$ cat src/hw/shp_pkg.sv
// Shared constants and state types for the serial pause link
package shp_pkg;

    // =========================================================================
    // Clocking and link timing
    localparam int unsigned CLK_PERIOD_NS = 10;
    // Host serial clock half period; long enough for both synchronisers
    localparam int unsigned SCK_HALF_NS = 80;
    localparam int unsigned SCK_HALF_CYC =
        (SCK_HALF_NS + CLK_PERIOD_NS - 1) / CLK_PERIOD_NS;
    localparam int unsigned DIV_W = 8;
    localparam logic [DIV_W-1:0] DIV_LAST = DIV_W'(SCK_HALF_CYC - 1);
    localparam logic [DIV_W-1:0] DIV_ZERO = 8'h00;

    // =========================================================================
    // Serial framing
    localparam int unsigned SYNC_STAGES = 2;
    localparam logic [2:0] BIT_FIRST = 3'h0;
    localparam logic [2:0] BIT_LAST = 3'h7;
    localparam logic [7:0] IDX_ZERO = 8'h00;
    localparam logic [7:0] IDX_ONE = 8'h01;
    localparam logic [7:0] IDX_MAX = 8'hff;
    localparam logic [7:0] BYTE_ZERO = 8'h00;

    // =========================================================================
    // Instructions and status register
    localparam logic [7:0] INSTR_RDSR = 8'h05;
    localparam logic [7:0] INSTR_WRSR = 8'h01;
    localparam logic [7:0] STATUS_RESET = 8'h00;
    // Mode bits 7:6 and pause disable bit 0 are writable, the rest read zero
    localparam logic [7:0] STATUS_WMASK = 8'hc1;
    localparam int unsigned STATUS_PAUSE_DIS_BIT = 0;

    // =========================================================================
    // State machines
    typedef enum logic [4:0] {
        SHP_DEV_IDLE    = 5'b00001,
        SHP_DEV_ACTIVE  = 5'b00010,
        SHP_DEV_PENDING = 5'b00100,
        SHP_DEV_PAUSED  = 5'b01000,
        SHP_DEV_STUCK   = 5'b10000
    } shp_dev_state_t;

    typedef enum logic [3:0] {
        SHP_HOST_IDLE  = 4'b0001,
        SHP_HOST_LOAD  = 4'b0010,
        SHP_HOST_SHIFT = 4'b0100,
        SHP_HOST_PAUSE = 4'b1000
    } shp_host_state_t;

endpackage : shp_pkg

$ cat src/hw/shp_if.sv
// Serial link pins between the memory device end and the bus master end
`timescale 1ns/10ps
interface shp_if;
    logic cs_n;
    logic sck;
    logic si;
    logic pause_n;
    logic so;
    logic so_oe;
    wire so_w;

    // A released output reads as the inverse of its last bit, so a sample
    // taken while the device floats it shows up as wrong data
    assign so_w = so_oe ? so : ~so;

    modport dev (
        input cs_n,
        input sck,
        input si,
        input pause_n,
        output so,
        output so_oe
    );

    modport host (
        output cs_n,
        output sck,
        output si,
        output pause_n,
        input so_w
    );
endinterface : shp_if

$ cat src/hw/shp_dev.sv
// Serial memory device end: bit shifter, status byte and pause control
`timescale 1ns/10ps

//
// Contract
// - Master holds pause high when not pausing
// - Low pause while selected suspends serial traffic
// - Partial instruction, address or data survives pause
// - Master lowers pause only while clock low
// - Pause during clock high waits for falling
// - Master keeps chip select low throughout pause
// - Paused device floats serial output, ignores pins
// - Paused: no shifting, no sequence advance
// - Master releases pause while clock low
// - Release during clock high keeps device paused
// - Pause low floats serial output immediately unless status bit 0 disables pause
// - Status bit disables pause feature
// - Status bit 0 zero enables, one disables
// - Capture on rising, drive output after falling
// - Deselected device floats serial output
module shp_dev (
    input wire logic ref_clk_i,
    input wire logic rst_i,
    shp_if.dev link,
    input wire logic [7:0] tx_byte_i,
    output logic [7:0] rx_byte_o,
    output logic rx_valid_o,
    output logic [7:0] rx_index_o,
    output logic [7:0] status_o,
    output logic paused_o,
    output logic selected_o
);
    import shp_pkg::*;

    // =========================================================================
    // Pin synchronisers
    localparam int unsigned NPIN = 4;
    localparam int unsigned PIN_CS = 3;
    localparam int unsigned PIN_SCK = 2;
    localparam int unsigned PIN_SI = 1;
    localparam int unsigned PIN_PAUSE = 0;

    logic [NPIN-1:0] pin_raw;
    logic [NPIN-1:0] sync1_q;
    logic [NPIN-1:0] sync2_q;
    logic sck_prev_q;

    assign pin_raw = {link.cs_n, link.sck, link.si, link.pause_n};

    genvar gi;
    generate
        for (gi = 0; gi < NPIN; gi++) begin : g_sync
            always_ff @(posedge ref_clk_i) begin
                if (rst_i) begin
                    // Every pin but the clock resets high; the clock idles low, so no false edge
                    sync1_q[gi] <= (gi != PIN_SCK);
                    sync2_q[gi] <= (gi != PIN_SCK);
                end else begin
                    sync1_q[gi] <= pin_raw[gi];
                    sync2_q[gi] <= sync1_q[gi];
                end
            end
        end
    endgenerate

    logic cs_n_s;
    logic sck_s;
    logic si_s;
    logic pause_n_s;
    logic sck_rise;
    logic sck_fall;

    assign cs_n_s = sync2_q[PIN_CS];
    assign sck_s = sync2_q[PIN_SCK];
    assign si_s = sync2_q[PIN_SI];
    assign pause_n_s = sync2_q[PIN_PAUSE];
    assign sck_rise = sck_s & ~sck_prev_q;
    assign sck_fall = ~sck_s & sck_prev_q;

    always_ff @(posedge ref_clk_i) begin
        if (rst_i) begin
            sck_prev_q <= 1'b0;
        end else begin
            sck_prev_q <= sck_s;
        end
    end

    // =========================================================================
    // Pause control
    logic [7:0] status_q;
    logic pause_en;
    shp_dev_state_t state_q;
    shp_dev_state_t state_d;

    assign pause_en = ~status_q[STATUS_PAUSE_DIS_BIT];

    always_comb begin
        state_d = state_q;
        case (state_q)
            SHP_DEV_IDLE: begin
                if (!cs_n_s) begin
                    state_d = SHP_DEV_ACTIVE;
                end
            end
            SHP_DEV_ACTIVE: begin
                if (pause_en && !pause_n_s) begin
                    // Clock low pauses at once, clock high waits for its fall
                    state_d = sck_s ? SHP_DEV_PENDING : SHP_DEV_PAUSED;
                end
            end
            SHP_DEV_PENDING: begin
                if (sck_fall) begin
                    state_d = SHP_DEV_PAUSED;
                end
            end
            SHP_DEV_PAUSED: begin
                if (pause_n_s) begin
                    // A release with the clock high is not honoured
                    state_d = sck_s ? SHP_DEV_STUCK : SHP_DEV_ACTIVE;
                end
            end
            SHP_DEV_STUCK: begin
                if (!pause_n_s) begin
                    state_d = SHP_DEV_PAUSED;
                end
            end
            default: begin
                state_d = SHP_DEV_IDLE;
            end
        endcase
        if (cs_n_s) begin
            state_d = SHP_DEV_IDLE;
        end
    end

    always_ff @(posedge ref_clk_i) begin
        if (rst_i) begin
            state_q <= SHP_DEV_IDLE;
        end else begin
            state_q <= state_d;
        end
    end

    // Shifting in the active and pending states only; a rising edge that meets the pause is taken
    // while still active, as pending is entered with the clock already high and left on its fall
    logic shift_ok;
    assign shift_ok = (state_q == SHP_DEV_ACTIVE) || (state_q == SHP_DEV_PENDING);

    // =========================================================================
    // Receive shifter and byte sequencing
    logic [7:0] rx_sh_q;
    logic [2:0] bit_q;
    logic [7:0] idx_q;
    logic [7:0] cmd_q;
    logic [7:0] rx_full;

    assign rx_full = {rx_sh_q[6:0], si_s};

    // Frozen while paused, cleared by reset or deselection
    always_ff @(posedge ref_clk_i) begin
        if (rst_i || cs_n_s) begin
            rx_sh_q <= BYTE_ZERO;
            bit_q <= BIT_FIRST;
            idx_q <= IDX_ZERO;
            cmd_q <= BYTE_ZERO;
        end else if (shift_ok && sck_rise) begin
            rx_sh_q <= rx_full;
            bit_q <= bit_q + 3'h1;
            if (bit_q == BIT_LAST) begin
                if (idx_q != IDX_MAX) begin
                    idx_q <= idx_q + IDX_ONE;
                end
                if (idx_q == IDX_ZERO) begin
                    cmd_q <= rx_full;
                end
            end
        end
    end

    logic byte_done;
    assign byte_done = shift_ok && sck_rise && (bit_q == BIT_LAST);

    always_ff @(posedge ref_clk_i) begin
        if (rst_i) begin
            rx_byte_o <= BYTE_ZERO;
            rx_valid_o <= 1'b0;
            rx_index_o <= IDX_ZERO;
        end else begin
            rx_valid_o <= byte_done;
            if (byte_done) begin
                rx_byte_o <= rx_full;
                rx_index_o <= idx_q;
            end
        end
    end

    // Status byte written by the second byte of a status write
    always_ff @(posedge ref_clk_i) begin
        if (rst_i) begin
            status_q <= STATUS_RESET;
        end else if (byte_done && idx_q == IDX_ONE && cmd_q == INSTR_WRSR) begin
            status_q <= rx_full & STATUS_WMASK;
        end
    end

    // =========================================================================
    // Transmit shifter, updated after falling edges
    logic [7:0] tx_sh_q;

    always_ff @(posedge ref_clk_i) begin
        if (rst_i || cs_n_s) begin
            tx_sh_q <= BYTE_ZERO;
        end else if (state_q == SHP_DEV_ACTIVE && sck_fall) begin
            if (bit_q == BIT_FIRST && idx_q != IDX_ZERO) begin
                tx_sh_q <= (cmd_q == INSTR_RDSR) ? status_q : tx_byte_i;
            end else begin
                tx_sh_q <= {tx_sh_q[6:0], 1'b0};
            end
        end
    end

    // =========================================================================
    // Pin and user outputs
    logic drive_ok;
    // A low pause level floats the output while pause is enabled, even before the pause takes hold
    assign drive_ok = ~cs_n_s & (state_q == SHP_DEV_ACTIVE) & (pause_n_s | ~pause_en);

    always_ff @(posedge ref_clk_i) begin
        if (rst_i) begin
            link.so <= 1'b0;
            link.so_oe <= 1'b0;
            status_o <= STATUS_RESET;
            paused_o <= 1'b0;
            selected_o <= 1'b0;
        end else begin
            link.so <= tx_sh_q[7];
            link.so_oe <= drive_ok;
            status_o <= status_q;
            paused_o <= (state_q == SHP_DEV_PAUSED) || (state_q == SHP_DEV_STUCK);
            selected_o <= ~cs_n_s;
        end
    end

endmodule : shp_dev

$ cat src/flat_wrapper.sv
// flat-port wrapper written by rule: the top's interface ports become plain ports
module shp_dev_flat import shp_pkg::*;
  (ref_clk_i, rst_i, tx_byte_i, rx_byte_o, rx_valid_o, rx_index_o, status_o, paused_o, selected_o, link_cs_n, link_sck, link_si, link_pause_n, link_so, link_so_oe);
  shp_if link_i ();
  input wire logic ref_clk_i;
  input wire logic rst_i;
  input wire logic [7:0] tx_byte_i;
  output logic [7:0] rx_byte_o;
  output logic rx_valid_o;
  output logic [7:0] rx_index_o;
  output logic [7:0] status_o;
  output logic paused_o;
  output logic selected_o;
  input wire logic [$bits(link_i.cs_n)-1:0] link_cs_n;
  input wire logic [$bits(link_i.sck)-1:0] link_sck;
  input wire logic [$bits(link_i.si)-1:0] link_si;
  input wire logic [$bits(link_i.pause_n)-1:0] link_pause_n;
  output wire logic [$bits(link_i.so)-1:0] link_so;
  output wire logic [$bits(link_i.so_oe)-1:0] link_so_oe;
  assign link_i.cs_n = link_cs_n;
  assign link_i.sck = link_sck;
  assign link_i.si = link_si;
  assign link_i.pause_n = link_pause_n;
  assign link_so = link_i.so;
  assign link_so_oe = link_i.so_oe;
  shp_dev u_core (.ref_clk_i(ref_clk_i), .rst_i(rst_i), .link(link_i), .tx_byte_i(tx_byte_i), .rx_byte_o(rx_byte_o), .rx_valid_o(rx_valid_o), .rx_index_o(rx_index_o), .status_o(status_o), .paused_o(paused_o), .selected_o(selected_o));
endmodule
$ cat config.mk
export PLATFORM = sky130hd
export DESIGN_NAME = shp_dev_flat
export DESIGN_NICKNAME = d
export VERILOG_FILES = /design/src/hw/shp_pkg.sv /design/src/hw/shp_if.sv /design/src/hw/shp_dev.sv /design/src/flat_wrapper.sv
export SDC_FILE = /design/constraint.sdc
export NUM_CORES = 1
export LEC_CHECK = 0
export BUFFER_PORTS_ARGS = -buffer_cell sky130_fd_sc_hd__buf_2
export CORE_MARGIN = 2
export CORE_UTILIZATION = 53
export CTS_BUF_LIST = sky130_fd_sc_hd__clkbuf_4 sky130_fd_sc_hd__clkbuf_8 sky130_fd_sc_hd__clkbuf_16
export DETAILED_ROUTE_END_ITERATION = 10
export GPL_ROUTABILITY_DRIVEN = 0
export PLACE_DENSITY = 0.77
export SETUP_SLACK_MARGIN = 0.3
export SLEW_MARGIN = 0
export SYNTH_ARGS = -nofsm -noshare
export SYNTH_HDL_FRONTEND = slang
export SYNTH_SLANG_ARGS = --single-unit
$ cat constraint.sdc
create_clock -name ref_clk_i -period 4.6 [get_ports ref_clk_i]
set_input_delay 0.46 -clock ref_clk_i [delete_from_list [all_inputs] [get_ports ref_clk_i]]
set_output_delay 0.46 -clock ref_clk_i [all_outputs]
set_load 0.02 [all_outputs]
==> run metrics <==
via density per instance 5.37; Pre-antenna DRT Iters 4; core box area 5610 um^2; largest net degree at the start of global routing 36; Total GRT Usage 0.196; detailed-route via count 2402; fin crit period between 2 and 3 ns; Initial Util 0.557; Final Non-Filler Cells 447; Post-CTS Hold Buffers 0; hold wc startpoint link_si; ant diodes 0; Setup TNS Final 0 ns; die height 80.7 um; post-CTS setup buffer count 0; CTS resizes 0; Setup crit end kind register; # setup viols final 0; crit path max fanout 35; # rows 27; DRT iter0 DRCs 136; Post-Synthesis Cells 348; Post-layout nets 391; register bit total from synthesis 75; Clock transition at path regs 0.07 ns; Fin Clk Skew 0.00907 ns; TritonCTS Buffers 9; Post-Route WL 5.82 mm; final instance area 3430 um^2; Least-Margin Pin Slew between 1 and 1.5 ns; final worst-path cycle share 0.583; Peak Freq 373 MHz; synthesis-to-finish area growth 10.0%; most frequent cells in the layout dfxtp_1, buf_2, a21oi_1; Post-synth top flop dfxtp_1; post-synthesis async set-or-reset flop share 0; share of layout cells above drive strength 1 0.184; Clk Latency, worst-skew pair 0.35 ns; Req. time, crit path just under 5 ns; worst setup path category reg2reg; placed cell count approximately 430; count of pins on the block boundary 43; HPWL after detailed placement 3.80 mm; status finished, final reports clean; Seq/Total Area, Yosys 0.481; Max rail drop VDD 0.178 mV; worst r2r path cells 5; number of synthesized flops with an enable pin 0; DP Area 3270 um^2; normalized max-slew margin 0.274; first-pass GRT wire length between 9 and 10 mm; die footprint 6520 um^2; Root Buffer clkbuf_8; hold_ws 0.292 ns; antenna violations before repair 0; clock buffer depth 2; Worst setup SP type register; vias in the first global route 2144; # port buffers 37; Pwr Density 327 nW/um^2; Hold Path Stages 2; Sink Count 75; Leakage 1.30 nW; Worst EP arrival 2.92 ns; Post-DRT Antenna Nets 0; r2r startpoint u_core.bit_q[0]; Max Cap Violations 0; H-tree lvl count 3; FF-to-FF End u_core.status_q[7]; syn_area_per_cell 8.97 um^2; DRC errors left 0; die extent in x around 80 um; commonest non-fill, non-tap cell in the layout dfxtp_1; CTS tree done; yosys warns 0; final hold violations 0; Post-Syn Area 3120 um^2; count of different cell masters after synthesis 46; worst hold-check path type in2reg; RSZ-0062 raised after global routing no; remaining global-route overflow 0; Hold EP u_core.sync1_q[1]; flop-to-flop setup slack between 1.5 and 2 ns; Max Slew Vio Count 0; WL/cell between 10 and 15 um
==> worst max-delay path by stage <==
| stage | from | to | slack [ns] | depth (start not counted) |
|---|---|---|---|---|
| final | u_core.bit_q[0] | u_core.status_q[7] | 1.92 | 5 |
| after global routing | u_core.bit_q[0] | u_core.status_q[7] | 1.67 | 5 |
| after CTS | u_core.bit_q[0] | u_core.status_q[7] | 1.90 | 5 |
| after detailed placement | u_core.bit_q[0] | u_core.status_q[7] | 1.91 | 5 |
| after global placement | u_core.bit_q[0] | u_core.status_q[0] | 2.02 | 5 |
| after floorplan | u_core.bit_q[0] | u_core.status_q[0] | 2.72 | 6 |
==> area by class of cell <==
| type | count | area, um^2 |
|---|---|---|
| clock buffer | 12 | 153 |
| fill | 501 | 2170 |
| timing repair buffer | 37 | 185 |
| sequential | 75 | 1500 |
| tap | 72 | 90.1 |
| clock inverter | 3 | 15.0 |
| multi-input combinational | 239 | 1460 |
| inverter | 9 | 33.8 |
==> report_power, final <==
part	total [mW]	leakage, nW	switching, mW	internal [mW]
clock	0.441	0.0928	0.224	0.217
combinational	0.0272	0.606	0.0171	0.0101
sequential	0.656	0.606	0.00334	0.653
total	1.12	1.30	0.245	0.880
==> layer usage <==
layer | share of wire | vias up | GRT usage
met5 | 0 | - | 0
met4 | 0.017 | 0 | 0.102
met3 | 0.052 | 9 | 0.0511
met2 | 0.43 | 53 | 0.290
met1 | 0.50 | 1104 | 0.263
li1 | - | 1236 | -
==> cells by family (layout without fill, tap and decap cells) <==
logic type,Yosys count,in the layout,share of synthesized area
other,1,5,0.00120
AOI/OAI and AO/OA,61,61,0.114
buffers and inverters,38,61,0.0573
adders and majority gates,6,6,0.0240
muxes,16,16,0.0525
and+or+nand+nor,143,143,0.245
DFF,75,75,0.481
xor gates and xnor gates,8,8,0.0249
==> sequential cells by signal, indices dropped and copies added (netlist names), 3 cells and up <==
signal and flops:
u_core.bit_q 3, u_core.cmd_q 8, u_core.idx_q 8, u_core.rx_byte_o 8
u_core.rx_index_o 8, u_core.rx_sh_q 7, u_core.state_q 5, u_core.status_o 3
u_core.status_q 3, u_core.sync1_q 4, u_core.tx_sh_q 8
==> cells in the mapped netlist (5+ instances only) <==
| cell | number | share of area |
|---|---|---|
| buf_4 | 8 | 0.019 |
| nand3_1 | 25 | 0.040 |
| buf_2 | 5 | 0.0080 |
| o21ai_0 | 9 | 0.014 |
| or2_2 | 7 | 0.014 |
| inv_1 | 9 | 0.011 |
| nor4_1 | 5 | 0.010 |
| nor2b_1 | 11 | 0.022 |
| nor2_1 | 33 | 0.040 |
| clkbuf_1 | 16 | 0.019 |
| mux2i_1 | 13 | 0.042 |
| ha_1 | 6 | 0.024 |
| xnor2_1 | 6 | 0.017 |
| dfxtp_1 | 75 | 0.48 |
| a21oi_1 | 34 | 0.055 |
| nand4_1 | 6 | 0.012 |
| o221ai_1 | 5 | 0.014 |
| nand2_1 | 33 | 0.040 |
==> through the flow <==
stage | setup WS, ns | power [mW] | utilization
after detailed placement | 1.91 | 0.699 | 0.583
after CTS | 1.90 | 1.14 | 0.612
final | 1.92 | 1.12 | 0.612
after global placement | 2.02 | 0.698 | 0.583
after floorplan | 2.72 | 0.693 | -
after global routing | 1.67 | 1.16 | 0.612
==> critical path, cell delays in order (launching register included) <==
cell	delay [ns]
dfxtp_1	0.37
ha_1	0.16
ha_1	0.57
nand4_4	0.59
nor4_4	0.51
mux2_1	0.36
Power figures use the tool's default switching activity.
